File: config.mk
export PLATFORM = sky130hd
export DESIGN_NAME = usbev_top
export DESIGN_NICKNAME = d
export VERILOG_FILES = /design/src/logic/usbev_pkg.sv /design/src/logic/usbev_ep_event.sv /design/src/logic/usbev_top.sv
export SDC_FILE = /design/constraint.sdc
export NUM_CORES = 1
export LEC_CHECK = 0
export BUFFER_PORTS_ARGS = -buffer_cell sky130_fd_sc_hd__buf_2
export CORE_MARGIN = 5
export CORE_UTILIZATION = 53
export CTS_CLUSTER_SIZE = 25
export DETAILED_ROUTE_END_ITERATION = 10
export HOLD_SLACK_MARGIN = 0.05
export MAX_ROUTING_LAYER = met4
export PLACE_DENSITY = 0.91
export SKIP_CTS_REPAIR_TIMING = 1
export SLEW_MARGIN = 10
export SYNTH_ARGS = -nofsm -noshare
export SYNTH_HDL_FRONTEND = slang
export SYNTH_SLANG_ARGS = --single-unit
File: constraint.sdc
create_clock -name core_clk -period 3 [get_ports core_clk]
set_clock_uncertainty 0.15 [all_clocks]
set_input_delay 0.45 -clock core_clk [delete_from_list [all_inputs] [get_ports core_clk]]
set_output_delay 0.45 -clock core_clk [all_outputs]
set_load 0.005 [all_outputs]
File: src/logic/usbev_pkg.sv
// Register map, field positions and codes of the USB device event block
package usbev_pkg;
   localparam int        USBEV_AW       = 8;
   localparam int        USBEV_DW       = 32;
   localparam logic [7:0] OFS_GIE       = 8'h00;
   localparam logic [7:0] OFS_GIS       = 8'h04;
   localparam logic [7:0] OFS_E0_CTL    = 8'h08;
   localparam logic [7:0] OFS_E0_STAT   = 8'h0C;
   localparam logic [7:0] OFS_EP_BASE   = 8'h10;
   localparam logic [7:0] OFS_EP_STRIDE = 8'h08;
   localparam logic [7:0] OFS_EP_STAT   = 8'h04;
   // Endpoint control fields
   localparam int EPC_SHORT_EN = 0;
   localparam int EPC_NAK_EN   = 1;
   localparam int EPC_OVR_EN   = 2;
   localparam int EPC_RDY_EN   = 3;
   localparam int EPC_RX_DIR   = 4;
   localparam int EPC_MULTI    = 5;
   localparam int EPC_W        = 6;
   // Endpoint status fields
   localparam int EPS_SHORT    = 0;
   localparam int EPS_NAK      = 1;
   localparam int EPS_OVR      = 2;
   localparam int EPS_RDY      = 3;
   localparam int EPS_W        = 4;
   // Control endpoint fields
   localparam int E0C_CFG_EN   = 0;
   localparam int E0C_STS_EN   = 1;
   localparam int E0C_W        = 2;
   localparam int E0S_CFG      = 0;
   localparam int E0S_IS_INTF  = 1;
   localparam int E0S_STS      = 2;
   localparam int E0S_CFG_LSB  = 8;
   localparam int E0S_INTF_LSB = 16;
   localparam int E0S_ALT_LSB  = 24;
   // Reset values
   localparam logic [EPC_W-1:0] EPC_RESET = '0;
   localparam logic [E0C_W-1:0] E0C_RESET = '0;
   // Standard request codes
   localparam logic [7:0] REQ_SET_CONFIG = 8'h09;
   localparam logic [7:0] REQ_SET_INTF   = 8'h0B;
   typedef enum logic {USBEV_BUS_WAIT, USBEV_BUS_ANS} usbev_bus_t;
endpackage

File: src/logic/usbev_ep_event.sv
// Event status bits of one data endpoint
`timescale 1ns/1ps
`default_nettype none
module usbev_ep_event
   import usbev_pkg::*;
(
   input  wire logic             core_clk,
   input  wire logic             resetn,
   input  wire logic [EPC_W-1:0] ctl,
   input  wire logic             stat_wr,
   input  wire logic [EPS_W-1:0] stat_wdata,
   input  wire logic             pkt_short,
   input  wire logic             pkt_zero,
   input  wire logic             side_switch,
   input  wire logic             nak_in,
   input  wire logic             overrun,
   input  wire logic             pkt_ready,
   output logic [EPS_W-1:0]      stat_q,
   output logic                  event_q
);
   logic             hold_q;
   logic             hold_d;
   logic             short_rx;
   logic             short_fire;
   logic [EPS_W-1:0] set_v;
   logic [EPS_W-1:0] clr_v;
   logic [EPS_W-1:0] stat_d;
   logic [EPS_W-1:0] en_v;

   assign short_rx   = ctl[EPC_RX_DIR] & (pkt_short | pkt_zero);
   assign short_fire = ctl[EPC_MULTI] ? (side_switch & (hold_q | short_rx))
                                      : short_rx;
   assign hold_d     = ctl[EPC_MULTI] & (short_rx | hold_q) & ~short_fire;
   assign set_v      = {pkt_ready, overrun, nak_in, short_fire};
   assign clr_v      = stat_wr ? stat_wdata : '0;
   assign stat_d     = (stat_q & ~clr_v) | set_v;
   assign en_v       = {ctl[EPC_RDY_EN], ctl[EPC_OVR_EN], ctl[EPC_NAK_EN], ctl[EPC_SHORT_EN]};

   always_ff @(posedge core_clk or negedge resetn) begin
      if (!resetn) begin
         stat_q <= '0;
         hold_q <= 1'b0;
      end else begin
         stat_q <= stat_d;
         hold_q <= hold_d;
      end
   end

   // Event summary stays up while any enabled source is uncleared
   assign event_q = |(stat_q & en_v);
endmodule
`default_nettype wire

File: src/logic/usbev_top.sv
// USB device event and interrupt block with Avalon-MM register slave
`timescale 1ns/1ps
`default_nettype none
module usbev_top
   import usbev_pkg::*;
#(
   parameter int NUM_EP = 4
)
(
   input  wire logic                 core_clk,
   input  wire logic                 resetn,
   input  wire logic [USBEV_AW-1:0]  avs_address,
   input  wire logic                 avs_read,
   input  wire logic                 avs_write,
   input  wire logic [USBEV_DW-1:0]  avs_writedata,
   output logic [USBEV_DW-1:0]       avs_readdata,
   output logic                      avs_waitrequest,
   input  wire logic [NUM_EP-1:0]    ep_pkt_short,
   input  wire logic [NUM_EP-1:0]    ep_pkt_zero,
   input  wire logic [NUM_EP-1:0]    ep_side_switch,
   input  wire logic [NUM_EP-1:0]    ep_nak_in,
   input  wire logic [NUM_EP-1:0]    ep_overrun,
   input  wire logic [NUM_EP-1:0]    ep_pkt_ready,
   input  wire logic                 setup_rcvd,
   input  wire logic [7:0]           setup_request,
   input  wire logic [15:0]          setup_value,
   input  wire logic [15:0]          setup_index,
   input  wire logic                 hs_done,
   input  wire logic                 status_enter,
   input  wire logic                 ctl_auto,
   input  wire logic                 status_token,
   output logic                      hs_valid,
   output logic                      hs_nak,
   output logic                      irq_out_n
);
   // Enable and status words hold one bit per endpoint above bit 0
   if (NUM_EP < 1 || NUM_EP > 8) begin : g_bad_num_ep
      $error("NUM_EP must be 1 to 8");
   end

   function automatic logic ep_hit(input logic [USBEV_AW-1:0] addr,
                                   input int n,
                                   input logic [7:0] sub);
      logic [7:0] base;
      base   = OFS_EP_BASE + 8'(n) * OFS_EP_STRIDE + sub;
      ep_hit = (addr == base);
   endfunction

   // Bus slave state
   usbev_bus_t              bus_q;
   usbev_bus_t              bus_d;
   logic [USBEV_DW-1:0]     rdata_q;
   logic [USBEV_DW-1:0]     rdata_d;
   logic                    wait_q;
   logic                    req;
   logic                    wr_go;

   // Registers
   logic [NUM_EP-1:0]       gie_q;
   logic [NUM_EP-1:0]       gie_d;
   logic [E0C_W-1:0]        e0_ctl_q;
   logic [E0C_W-1:0]        e0_ctl_d;
   logic                    cfg_ev_q;
   logic                    cfg_ev_d;
   logic                    is_intf_q;
   logic [7:0]              cfg_val_q;
   logic [7:0]              intf_val_q;
   logic [7:0]              alt_val_q;
   logic                    sts_ev_q;
   logic                    sts_ev_d;
   logic [EPC_W-1:0]        ep_ctl_q [NUM_EP];
   logic [EPS_W-1:0]        ep_stat  [NUM_EP];
   logic [NUM_EP-1:0]       ep_event;
   logic [NUM_EP-1:0]       ep_ctl_wr;
   logic [NUM_EP-1:0]       ep_stat_wr;

   // Setup tracking
   logic                    ack_wait_q;
   logic [7:0]              req_q;
   logic [15:0]             val_q;
   logic [15:0]             idx_q;
   logic                    hs_valid_q;
   logic                    hs_nak_q;
   logic                    irq_n_q;

   // Decode
   logic                    sel_gie;
   logic                    gie_wr;
   logic                    sel_e0_ctl;
   logic                    sel_e0_stat;
   logic                    cfg_fire;
   logic                    sts_fire;
   logic                    cfg_clr;
   logic                    sts_clr;
   logic                    is_cfg_req;
   logic                    is_intf_req;
   logic [USBEV_DW-1:0]     gis_word;
   logic [USBEV_DW-1:0]     e0_stat_word;
   logic                    e0_pending;
   logic                    irq_any;

   assign req         = avs_read | avs_write;
   assign wr_go       = avs_write & ~wait_q;
   assign sel_gie     = (avs_address == OFS_GIE);
   assign sel_e0_ctl  = (avs_address == OFS_E0_CTL);
   assign sel_e0_stat = (avs_address == OFS_E0_STAT);

   genvar g;
   generate
      for (g = 0; g < NUM_EP; g++) begin : g_ep
         assign ep_ctl_wr[g]  = wr_go & ep_hit(avs_address, g, 8'h00);
         assign ep_stat_wr[g] = wr_go & ep_hit(avs_address, g, OFS_EP_STAT);

         always_ff @(posedge core_clk or negedge resetn) begin
            if (!resetn) begin
               ep_ctl_q[g] <= EPC_RESET;
            end else if (ep_ctl_wr[g]) begin
               ep_ctl_q[g] <= avs_writedata[EPC_W-1:0];
            end
         end

         usbev_ep_event u_ep (
            .core_clk    (core_clk),
            .resetn      (resetn),
            .ctl         (ep_ctl_q[g]),
            .stat_wr     (ep_stat_wr[g]),
            .stat_wdata  (avs_writedata[EPS_W-1:0]),
            .pkt_short   (ep_pkt_short[g]),
            .pkt_zero    (ep_pkt_zero[g]),
            .side_switch (ep_side_switch[g]),
            .nak_in      (ep_nak_in[g]),
            .overrun     (ep_overrun[g]),
            .pkt_ready   (ep_pkt_ready[g]),
            .stat_q      (ep_stat[g]),
            .event_q     (ep_event[g])
         );
      end
   endgenerate

   // Setup stage and status stage events
   assign is_cfg_req  = (req_q == REQ_SET_CONFIG);
   assign is_intf_req = (req_q == REQ_SET_INTF);
   assign cfg_fire    = ack_wait_q & hs_done & (is_cfg_req | is_intf_req);
   assign sts_fire    = status_enter & ~ctl_auto & e0_ctl_q[E0C_STS_EN];
   assign cfg_clr     = wr_go & sel_e0_stat & avs_writedata[E0S_CFG];
   assign sts_clr     = wr_go & sel_e0_stat & avs_writedata[E0S_STS];
   assign cfg_ev_d    = cfg_fire | (cfg_ev_q & ~cfg_clr);
   assign sts_ev_d    = sts_fire | (sts_ev_q & ~sts_clr);

   always_comb begin
      e0_ctl_d = e0_ctl_q;
      if (wr_go && sel_e0_ctl) begin
         e0_ctl_d = avs_writedata[E0C_W-1:0];
      end
      if (sts_clr) begin
         e0_ctl_d[E0C_STS_EN] = 1'b0;
      end
   end

   assign gie_wr = wr_go & sel_gie;
   assign gie_d  = gie_wr ? avs_writedata[NUM_EP:1] : gie_q;

   // Endpoint event enables
   always_ff @(posedge core_clk or negedge resetn) begin
      if (!resetn) begin
         gie_q <= '0;
      end else begin
         gie_q <= gie_d;
      end
   end

   // Control endpoint enables
   always_ff @(posedge core_clk or negedge resetn) begin
      if (!resetn) begin
         e0_ctl_q <= E0C_RESET;
      end else begin
         e0_ctl_q <= e0_ctl_d;
      end
   end

   // Sticky control endpoint events; a set wins over a clear in the same cycle
   always_ff @(posedge core_clk or negedge resetn) begin
      if (!resetn) begin
         cfg_ev_q <= 1'b0;
         sts_ev_q <= 1'b0;
      end else begin
         cfg_ev_q <= cfg_ev_d;
         sts_ev_q <= sts_ev_d;
      end
   end

   // Request values captured when the response event fires
   always_ff @(posedge core_clk or negedge resetn) begin
      if (!resetn) begin
         is_intf_q  <= 1'b0;
         cfg_val_q  <= '0;
         intf_val_q <= '0;
         alt_val_q  <= '0;
      end else if (cfg_fire) begin
         is_intf_q <= is_intf_req;
         if (is_cfg_req) begin
            cfg_val_q <= val_q[7:0];
         end else begin
            intf_val_q <= idx_q[7:0];
            alt_val_q  <= val_q[7:0];
         end
      end
   end

   // Setup fields held until the next setup packet arrives
   always_ff @(posedge core_clk or negedge resetn) begin
      if (!resetn) begin
         req_q      <= '0;
         val_q      <= '0;
         idx_q      <= '0;
         ack_wait_q <= 1'b0;
      end else if (setup_rcvd) begin
         req_q      <= setup_request;
         val_q      <= setup_value;
         idx_q      <= setup_index;
         ack_wait_q <= 1'b1;
      end else if (hs_done) begin
         ack_wait_q <= 1'b0;
      end
   end

   // Handshake answers: setup always ACK, status token NAK while pending
   always_ff @(posedge core_clk or negedge resetn) begin
      if (!resetn) begin
         hs_valid_q <= 1'b0;
         hs_nak_q   <= 1'b0;
      end else if (setup_rcvd) begin
         hs_valid_q <= 1'b1;
         hs_nak_q   <= 1'b0;
      end else if (status_token) begin
         hs_valid_q <= 1'b1;
         hs_nak_q   <= sts_ev_q;
      end else begin
         hs_valid_q <= 1'b0;
         hs_nak_q   <= 1'b0;
      end
   end

   // Status words
   assign e0_pending = (cfg_ev_q & e0_ctl_q[E0C_CFG_EN]) | sts_ev_q;
   assign gis_word   = USBEV_DW'({(ep_event & gie_q), e0_pending});
   assign e0_stat_word = {alt_val_q, intf_val_q, cfg_val_q, 5'h00,
                          sts_ev_q, is_intf_q, cfg_ev_q};
   assign irq_any    = |gis_word;

   // Pin follows the summary one cycle later, straight from a flip-flop
   always_ff @(posedge core_clk or negedge resetn) begin
      if (!resetn) begin
         irq_n_q <= 1'b1;
      end else begin
         irq_n_q <= ~irq_any;
      end
   end

   // Read mux
   always_comb begin
      rdata_d = '0;
      if (sel_gie) begin
         rdata_d = USBEV_DW'({gie_q, 1'b0});
      end else if (avs_address == OFS_GIS) begin
         rdata_d = gis_word;
      end else if (sel_e0_ctl) begin
         rdata_d = USBEV_DW'(e0_ctl_q);
      end else if (sel_e0_stat) begin
         rdata_d = e0_stat_word;
      end
      for (int i = 0; i < NUM_EP; i++) begin
         if (ep_hit(avs_address, i, 8'h00)) begin
            rdata_d = USBEV_DW'(ep_ctl_q[i]);
         end
         if (ep_hit(avs_address, i, OFS_EP_STAT)) begin
            rdata_d = USBEV_DW'(ep_stat[i]);
         end
      end
   end

   // Slave: one wait cycle, then answer with waitrequest low
   always_comb begin
      bus_d = bus_q;
      unique case (bus_q)
         USBEV_BUS_WAIT: begin
            if (req) begin
               bus_d = USBEV_BUS_ANS;
            end
         end
         USBEV_BUS_ANS: begin
            bus_d = USBEV_BUS_WAIT;
         end
      endcase
   end

   always_ff @(posedge core_clk or negedge resetn) begin
      if (!resetn) begin
         bus_q  <= USBEV_BUS_WAIT;
         wait_q <= 1'b1;
      end else begin
         bus_q  <= bus_d;
         wait_q <= (bus_d != USBEV_BUS_ANS);
      end
   end

   // Read data registered every cycle, so it already stands in the answer cycle
   always_ff @(posedge core_clk or negedge resetn) begin
      if (!resetn) begin
         rdata_q <= '0;
      end else begin
         rdata_q <= rdata_d;
      end
   end

   assign avs_readdata    = rdata_q;
   assign avs_waitrequest = wait_q;
   assign hs_valid        = hs_valid_q;
   assign hs_nak          = hs_nak_q;
   assign irq_out_n       = irq_n_q;
endmodule
`default_nettype wire

==> metrics.md, run 1 <==
| Metric | Value |
|---|---|
| Area grow syn2layout | 28.2% |
| Number of synthesized register bits | 137 |
| Arrival time at the worst endpoint | 2.81 ns |
| # diodes | 0 |
| DRT iter0 DRCs | 406 |
| Period utilisation layout | 85.1% |
| Critical Path Start Type | flip-flop |
| Top-count cell post-synth | dfrtp_1 |
| Yosys warnings | 0 |
| Synth top area share | 57.7% |
| Synth top area cells | dfrtp_1, mux2_2, and2_1 |
| Placed Cells | 697 |
| Number of global-route vias before repair | 4506 |
| Post-synthesis cell count | 463 |
| Top post-synthesis cells by count | dfrtp_1, mux2_2, nand2_1 |
| Vias per cell | 5.56 |
| Sw Share | 22.5% |
| Largest buffer count on any clock path | 2 |
| Critical path cell sequence | nor4_1 -> nand4_1 -> or3b_4 -> or2_1 -> mux2_4 |
| Critical path class | flip-flop to flip-flop |
| Comb power frac | 8.1% |
| Wire per inst | 19.2 um |
| Design Area, Final | 7500 sq um |
| Peak supply drop | 518 uV |
| FILL cells | 756 |
| Worst hold slack | 0.0604 ns |
| Worst-path clk slew | 0.06 ns |
| Crit-path slowest cell | or2_1 |
| Final Max Slew Viols | 0 |
| Relative slew slack | 33.2% |
| Seq/Total Area, Yosys | 58.6% |
| P_leak | 3.60 nW |
| Post-synth top flop | dfrtp_1 |
| Global-route wire length before repair | 22900 um |
| Power share of the clock group | 45.7% |
| Num Clock Sinks | 137 |
| Final ANT Viol Nets | 0 |
| Num ports | 149 |
| Chip width | 115 um |
| Number of non-filler instances in the completed layout | 766 |
| Fin nets | 730 |
| Layout cell share with drive strength beyond 1 | 36.7% |
| EDFF count, synth | 0 |
| Slew @ Worst Pin | 1.00 ns |
| Crit-path leading delay family | simple AND/OR/NAND/NOR gates |
| CTS H-tree depth | 4 |
| Cell Rows | 38 |
| Syn Area/Cell | 12.6 sq um |
| FMAX | 392 MHz |
| NetSw | 0.000978 W |
| Antenna violations before repair | 0 |
| CP Max Fanout | 17 |
| Setup tns final | 0 ns |
| Min-delay worst type | input port to flip-flop |
| Crit. End Element | flip-flop |
| Placer Congestion | 0.969 |
| Maxcap violations | 0 |
| WP data required | 3.26 ns |
| Post-Synthesis Cell Area | 5850 sq um |
| Congestion Overflow GR | 0 |
| Cell taking the most area after synthesis | dfrtp_1 |
| Cell Area, Placed | 6540 sq um |
| CTS root buf | clkbuf_8 |
| Area of the multi-input gates | 2270 sq um |
| Seq pwr share | 46.3% |
| Synth unique cells | 58 |
| DR pass1 iterations | 6 |
| Status | complete, no violations |
| Die height | 115 um |
| DRC errors left | 0 |
| Dpl hpwl | 9830 um |
| Async SR Flop Fraction | 100% |
| RSZ-0062 raised after global routing | no |
| DIE AREA | 13200 sq um |
| # port buffers | 104 |
| Clock buffer count from CTS | 17 |
| Minimum clock period | 2.55 ns |
| CTS tree | built |
| Setup violators final | 0 |
| Vias | 4256 |
| Buf/Inv on CP | 0 |
| Starting density of the core | 54.0% |
| Post-layout util | 69.2% |
| FF+latch area | 3430 sq um |
| Clk Latency, worst-skew pair | 0.52 ns |
| Routed wire length | 14700 um |
| Core box area | 10800 sq um |
| Crit-path max cell delay | 0.59 ns |
| Largest net degree at the start of global routing | 63 |
| Hold Vio Cnt, Final | 0 |
| PwrDens | 579 nW/um^2 |
| Total GRT Usage | 23.4% |
| Internal | 0.00337 W |
[final timing paths]
kind	slack, ns	end	startpoint	cells after the start
worst min-delay path	0.06	ack_wait_q$_DFFE_PN0P_	hs_done	3
worst min register to register	0.31	avs_waitrequest$_DFF_PN1_	bus_q$_DFF_PN0_	1
worst max register to register	0.45	intf_val_q[3]$_DFFE_PN0P_	req_q[5]$_DFFE_PN0P_	5
min in group asynchronous	0.31	g_ep[2].u_ep.hold_q$_DFF_PN0_	resetn	2
worst max-delay path	0.45	intf_val_q[3]$_DFFE_PN0P_	req_q[5]$_DFFE_PN0P_	5
max in group asynchronous	1.60	irq_out_n$_DFF_PN1_	resetn	3
[per-stage QoR]
| step | total power (W) | setup WS (ns) |
|---|---|---|
| finish | 0.00434 | 0.448 |
| floorplan | 0.00218 | 0.840 |
| CTS | 0.00433 | 0.436 |
| detailed placement | 0.00234 | 0.394 |
| global route | 0.00451 | 0.306 |
| global placement | 0.00232 | 0.428 |
[power groups by stage]
stage	Sequential [W]	Combinational, W	Clock [W]
2_1_floorplan	0.00202	0.000165	0
3_3_place_gp	0.00203	0.000292	0
3_5_place_dp	0.00204	0.000306	0
4_1_cts	0.00201	0.000308	0.00201
5_1_grt	0.00202	0.000388	0.00210
6_report	0.00201	0.000350	0.00198
[cell families after synthesis]
kind of cell,after synthesis,share of synthesized area [%]
compound gates,82,9.71
buf+inv,34,2.76
flops,137,58.6
mux,84,16.8
other cells,1,0.0641
simple gates,125,12.0
[layout make-up]
class	instances	area share, %
Sequential cell	137	45.7
Multi-Input combinational cell	293	30.3
Clock buffer	19	5.62
Tap cell	140	2.33
Timing Repair Buffer	155	13.7
Inverter	13	0.650
Clock inverter	9	1.72
[flip-flops by register name, summed over array words and instances, names as in the netlist]
signal,cells
cfg_val_q,8
e0_ctl_q,2
gie_q,4
hs_valid,1
bus_q,1
intf_val_q,8
val_q,8
idx_q,8
ack_wait_q,1
req_q,8
alt_val_q,8
avs_waitrequest,1
is_intf_q,1
irq_out_n,1
avs_readdata,30
g_ep.u_ep.hold_q,4
ep_ctl_q,24
g_ep.u_ep.stat_q,16
hs_nak,1
cfg_ev_q,1
sts_ev_q,1
[tightest hold or removal path, delay by kind of cell]
| family | cells | cell delay [ns] |
|---|---|---|
| AO/OA/AOI/OAI | 1 | 0.10 |
| buffers and inverters | 2 | 0.16 |
[cell usage in the layout (no fill, tap or decap), types with 3 or more instances in the layout]
master         count
dlygate4sd3_1     41
mux2_2            70
nand2b_1           4
a21boi_0           8
nor2b_1            9
nand3_1           14
a21o_1            14
o21ai_0           19
a21oi_1            9
or2_2              3
mux2_4             9
a22oi_1           10
clkbuf_16         16
mux2i_1            4
nand2_1           28
dfrtp_1          135
a32o_1             3
nor3_1             7
buf_4              9
inv_1             13
clkinv_2           3
nor2_1            16
buf_2            103
bufinv_16          3
and2_1            25
[metal layers]
layer | vias to the layer above | routed length [um] | GRT usage [%]
met3 | 32 | 920 | 6.68
li1 | 1959 | - | -
met1 | 2104 | 5850 | 27.3
met4 | 0 | 361 | 9.08
met5 | - | 0 | -
met2 | 161 | 7570 | 38.3
(Power assumes the default switching activity.)
==> run 2: changes to the inputs <==
--- a/config.mk
+++ b/config.mk
@@ -11,7 +11,6 @@
 export CTS_CLUSTER_SIZE = 25
 export DETAILED_ROUTE_END_ITERATION = 10
 export HOLD_SLACK_MARGIN = 0.05
-export MAX_ROUTING_LAYER = met4
 export PLACE_DENSITY = 0.91
 export SKIP_CTS_REPAIR_TIMING = 1
 export SLEW_MARGIN = 10
==> constraint.sdc (replaced) <==
create_clock -name core_clk -period 2.7 [get_ports core_clk]
set_clock_uncertainty 0.15 [all_clocks]
set_input_delay 0.405 -clock core_clk [delete_from_list [all_inputs] [get_ports core_clk]]
set_output_delay 0.405 -clock core_clk [all_outputs]
set_load 0.005 [all_outputs]
==> metrics.md, run 2 (synthesis results as in run 1) <==
| Metric | Value |
|---|---|
| Congestion Overflow GR | 0 (unchanged) |
| Final WS setup | 0.426 ns (-0.0219 ns) |
| Dpl hpwl | 9920 um (+0.91%) |
| Peak supply drop | 665 uV (+28%) |
| Critical Path Start Type | flip-flop |
| Largest register FFs | 30 (unchanged) |
| Critical path cell sequence | nor4_1 -> nand4_1 -> or3b_4 -> nor2_2 -> mux2_2 |
| Chip width | 115 um (unchanged) |
| RSZ-0062 raised after global routing | no |
| CTS root buf | clkbuf_8 |
| DIE AREA | 13200 sq um (unchanged) |
| Clk Latency, worst-skew pair | 0.53 ns (about the same) |
| Global-route wire length before repair | 22700 um (-0.69%) |
| Core box area | 10800 sq um (unchanged) |
| PwrDens | 639 nW/um^2 (+10%) |
| Period utilisation layout | 84.2% (-0.85 points) |
| Die height | 115 um (unchanged) |
| # diodes | 0 (unchanged) |
| Final ANT Viol Nets | 0 (unchanged) |
| Area grow syn2layout | 31.0% |
| CP Max Fanout | 8 (-9) |
| Vias | 4354 (+2.3%) |
| FMAX | 440 MHz (+12%) |
| Wire per inst | 18.5 um (-3.6%) |
| Routed wire length | 14500 um (-1.3%) |
| Maxcap violations | 0 (unchanged) |
| Hold Vio Cnt, Final | 0 (unchanged) |
| Placer Congestion | 0.937 (-3.3%) |
| Crit-path max cell delay | 0.41 ns (-0.18 ns) |
| Buf/Inv on CP | 0 (unchanged) |
| Pre-CTS setup slack | 0.302 ns (-0.0918 ns) |
| Number of global-route vias before repair | 4455 (-1.1%) |
| Worst-path clk slew | 0.06 ns (about the same) |
| Num Clock Sinks | 137 (unchanged) |
| Worst hold slack | 0.0594 ns (-0.000960 ns) |
| Fin nets | 745 (+2.1%) |
| Starting density of the core | 54.0% (unchanged) |
| Arrival time at the worst endpoint | 2.54 ns (-0.27 ns) |
| Num ports | 149 (unchanged) |
| Cell Rows | 38 (unchanged) |
| Min-delay worst type | input port to flip-flop |
| DR pass1 iterations | 5 (-1) |
| Largest buffer count on any clock path | 2 (unchanged) |
| # port buffers | 104 (unchanged) |
| Setup tns final | 0 ns (unchanged) |
| Crit. End Element | flip-flop |
| Final Max Slew Viols | 0 (unchanged) |
| FILL cells | 751 (-0.66%) |
| Crit-path leading delay family | simple AND/OR/NAND/NOR gates |
| DRC errors left | 0 (unchanged) |
| Slew @ Worst Pin | 0.626 ns (-0.376 ns) |
| Status | complete, no violations |
| Vias per cell | 5.55 (about the same) |
| P_leak | 3.70 nW (+2.7%) |
| Leading cell type in the layout, fill and taps excluded | dfrtp_1 |
| Relative slew slack | 58.3% (+25 points) |
| Minimum clock period | 2.27 ns (-0.278 ns) |
| Antenna violations before repair | 0 (unchanged) |
| CTS H-tree depth | 4 (unchanged) |
| CTS tree | built |
| Total GRT Usage | 22.4% (-0.99 points) |
| Critical path class | flip-flop to flip-flop |
| Crit-path slowest cell | or3b_4 |
| Setup violators final | 0 (unchanged) |
| DRT iter0 DRCs | 419 (+3.2%) |
| WP data required | 2.96 ns (-0.30 ns) |
| Layout cell share with drive strength beyond 1 | 37.7% (+0.99 points) |
| Most frequent cells in the layout | dfrtp_1, buf_2, mux2_2 |
| Largest net degree at the start of global routing | 61 (-3.2%) |
| Clock buffer count from CTS | 17 (unchanged) |
run 2: cell count changes in the layout (fill, tap and decap cells not counted):
cell           before  now
clkbuf_8            1    5
clkinv_2            3    2
clkinvlp_4          2    0
clkbuf_1            2    1
clkinv_4            1    4
bufinv_16           3    2
dlygate4sd3_1      41   47
buf_4               9   18
inv_6               0    1
run 2: layout make-up:
class,count,area (sq um),share of cell area (%)
Clock inverter,9,114,1.49
Clock buffer,22,473,6.17
Sequential cell,137,3430,44.8
Multi-Input combinational cell,293,2270,29.6
Timing Repair Buffer,170,1150,15.0
Tap cell,140,175,2.28
Inverter,13,48.8,0.637
run 2: metal layers:
layer | global-route usage [%] | routed length, um | up-vias
met4 | 7.04 | 256 | 0
met5 | 0 | 0 | -
met2 | 36.2 | 7250 | 181
li1 | - | - | 1985
met1 | 27.9 | 5730 | 2161
met3 | 8.79 | 1260 | 27
run 2: path summary, 6_finish.rpt:
| path | from | slack [ns] | endpoint | cells past startpoint |
|---|---|---|---|---|
| min in group asynchronous | resetn | 0.23 | ep_ctl_q[10]$_DFFE_PN0P_ | 2 |
| worst min-delay path | avs_read | 0.06 | avs_waitrequest$_DFF_PN1_ | 3 |
| max in group asynchronous | resetn | 1.38 | irq_out_n$_DFF_PN1_ | 3 |
| worst min register to register | bus_q$_DFF_PN0_ | 0.31 | avs_waitrequest$_DFF_PN1_ | 1 |
| worst max-delay path | req_q[5]$_DFFE_PN0P_ | 0.43 | cfg_val_q[6]$_DFFE_PN0P_ | 5 |
| worst max register to register | req_q[5]$_DFFE_PN0P_ | 0.43 | cfg_val_q[6]$_DFFE_PN0P_ | 5 |
run 2: power breakdown:
part	total (W)	switching, W	internal (W)
clock network	0.00227	0.000858	0.00141
logic	0.000401	0.000192	0.000209
registers	0.00223	0.0000691	0.00216
run 2: worst register-to-register path: cells and delay by family (launching register included):
family / cells / cell delay [ns]
DFF: 1 / 0.38
muxes: 1 / 0.40
and+or+nand+nor: 4 / 1.23
run 2: metrics by stage:
stage / utilization [%] / area (sq um) / cells / total power (W)
after floorplan: - / 5860 / 464 / 0.00242
after global placement: 61.0 / 6610 / 706 / 0.00258
after detailed placement: 61.0 / 6610 / 706 / 0.00261
after CTS: 66.4 / 7200 / 737 / 0.00488
after global routing: 70.7 / 7670 / 784 / 0.00510
final: 70.7 / 7670 / 784 / 0.00490
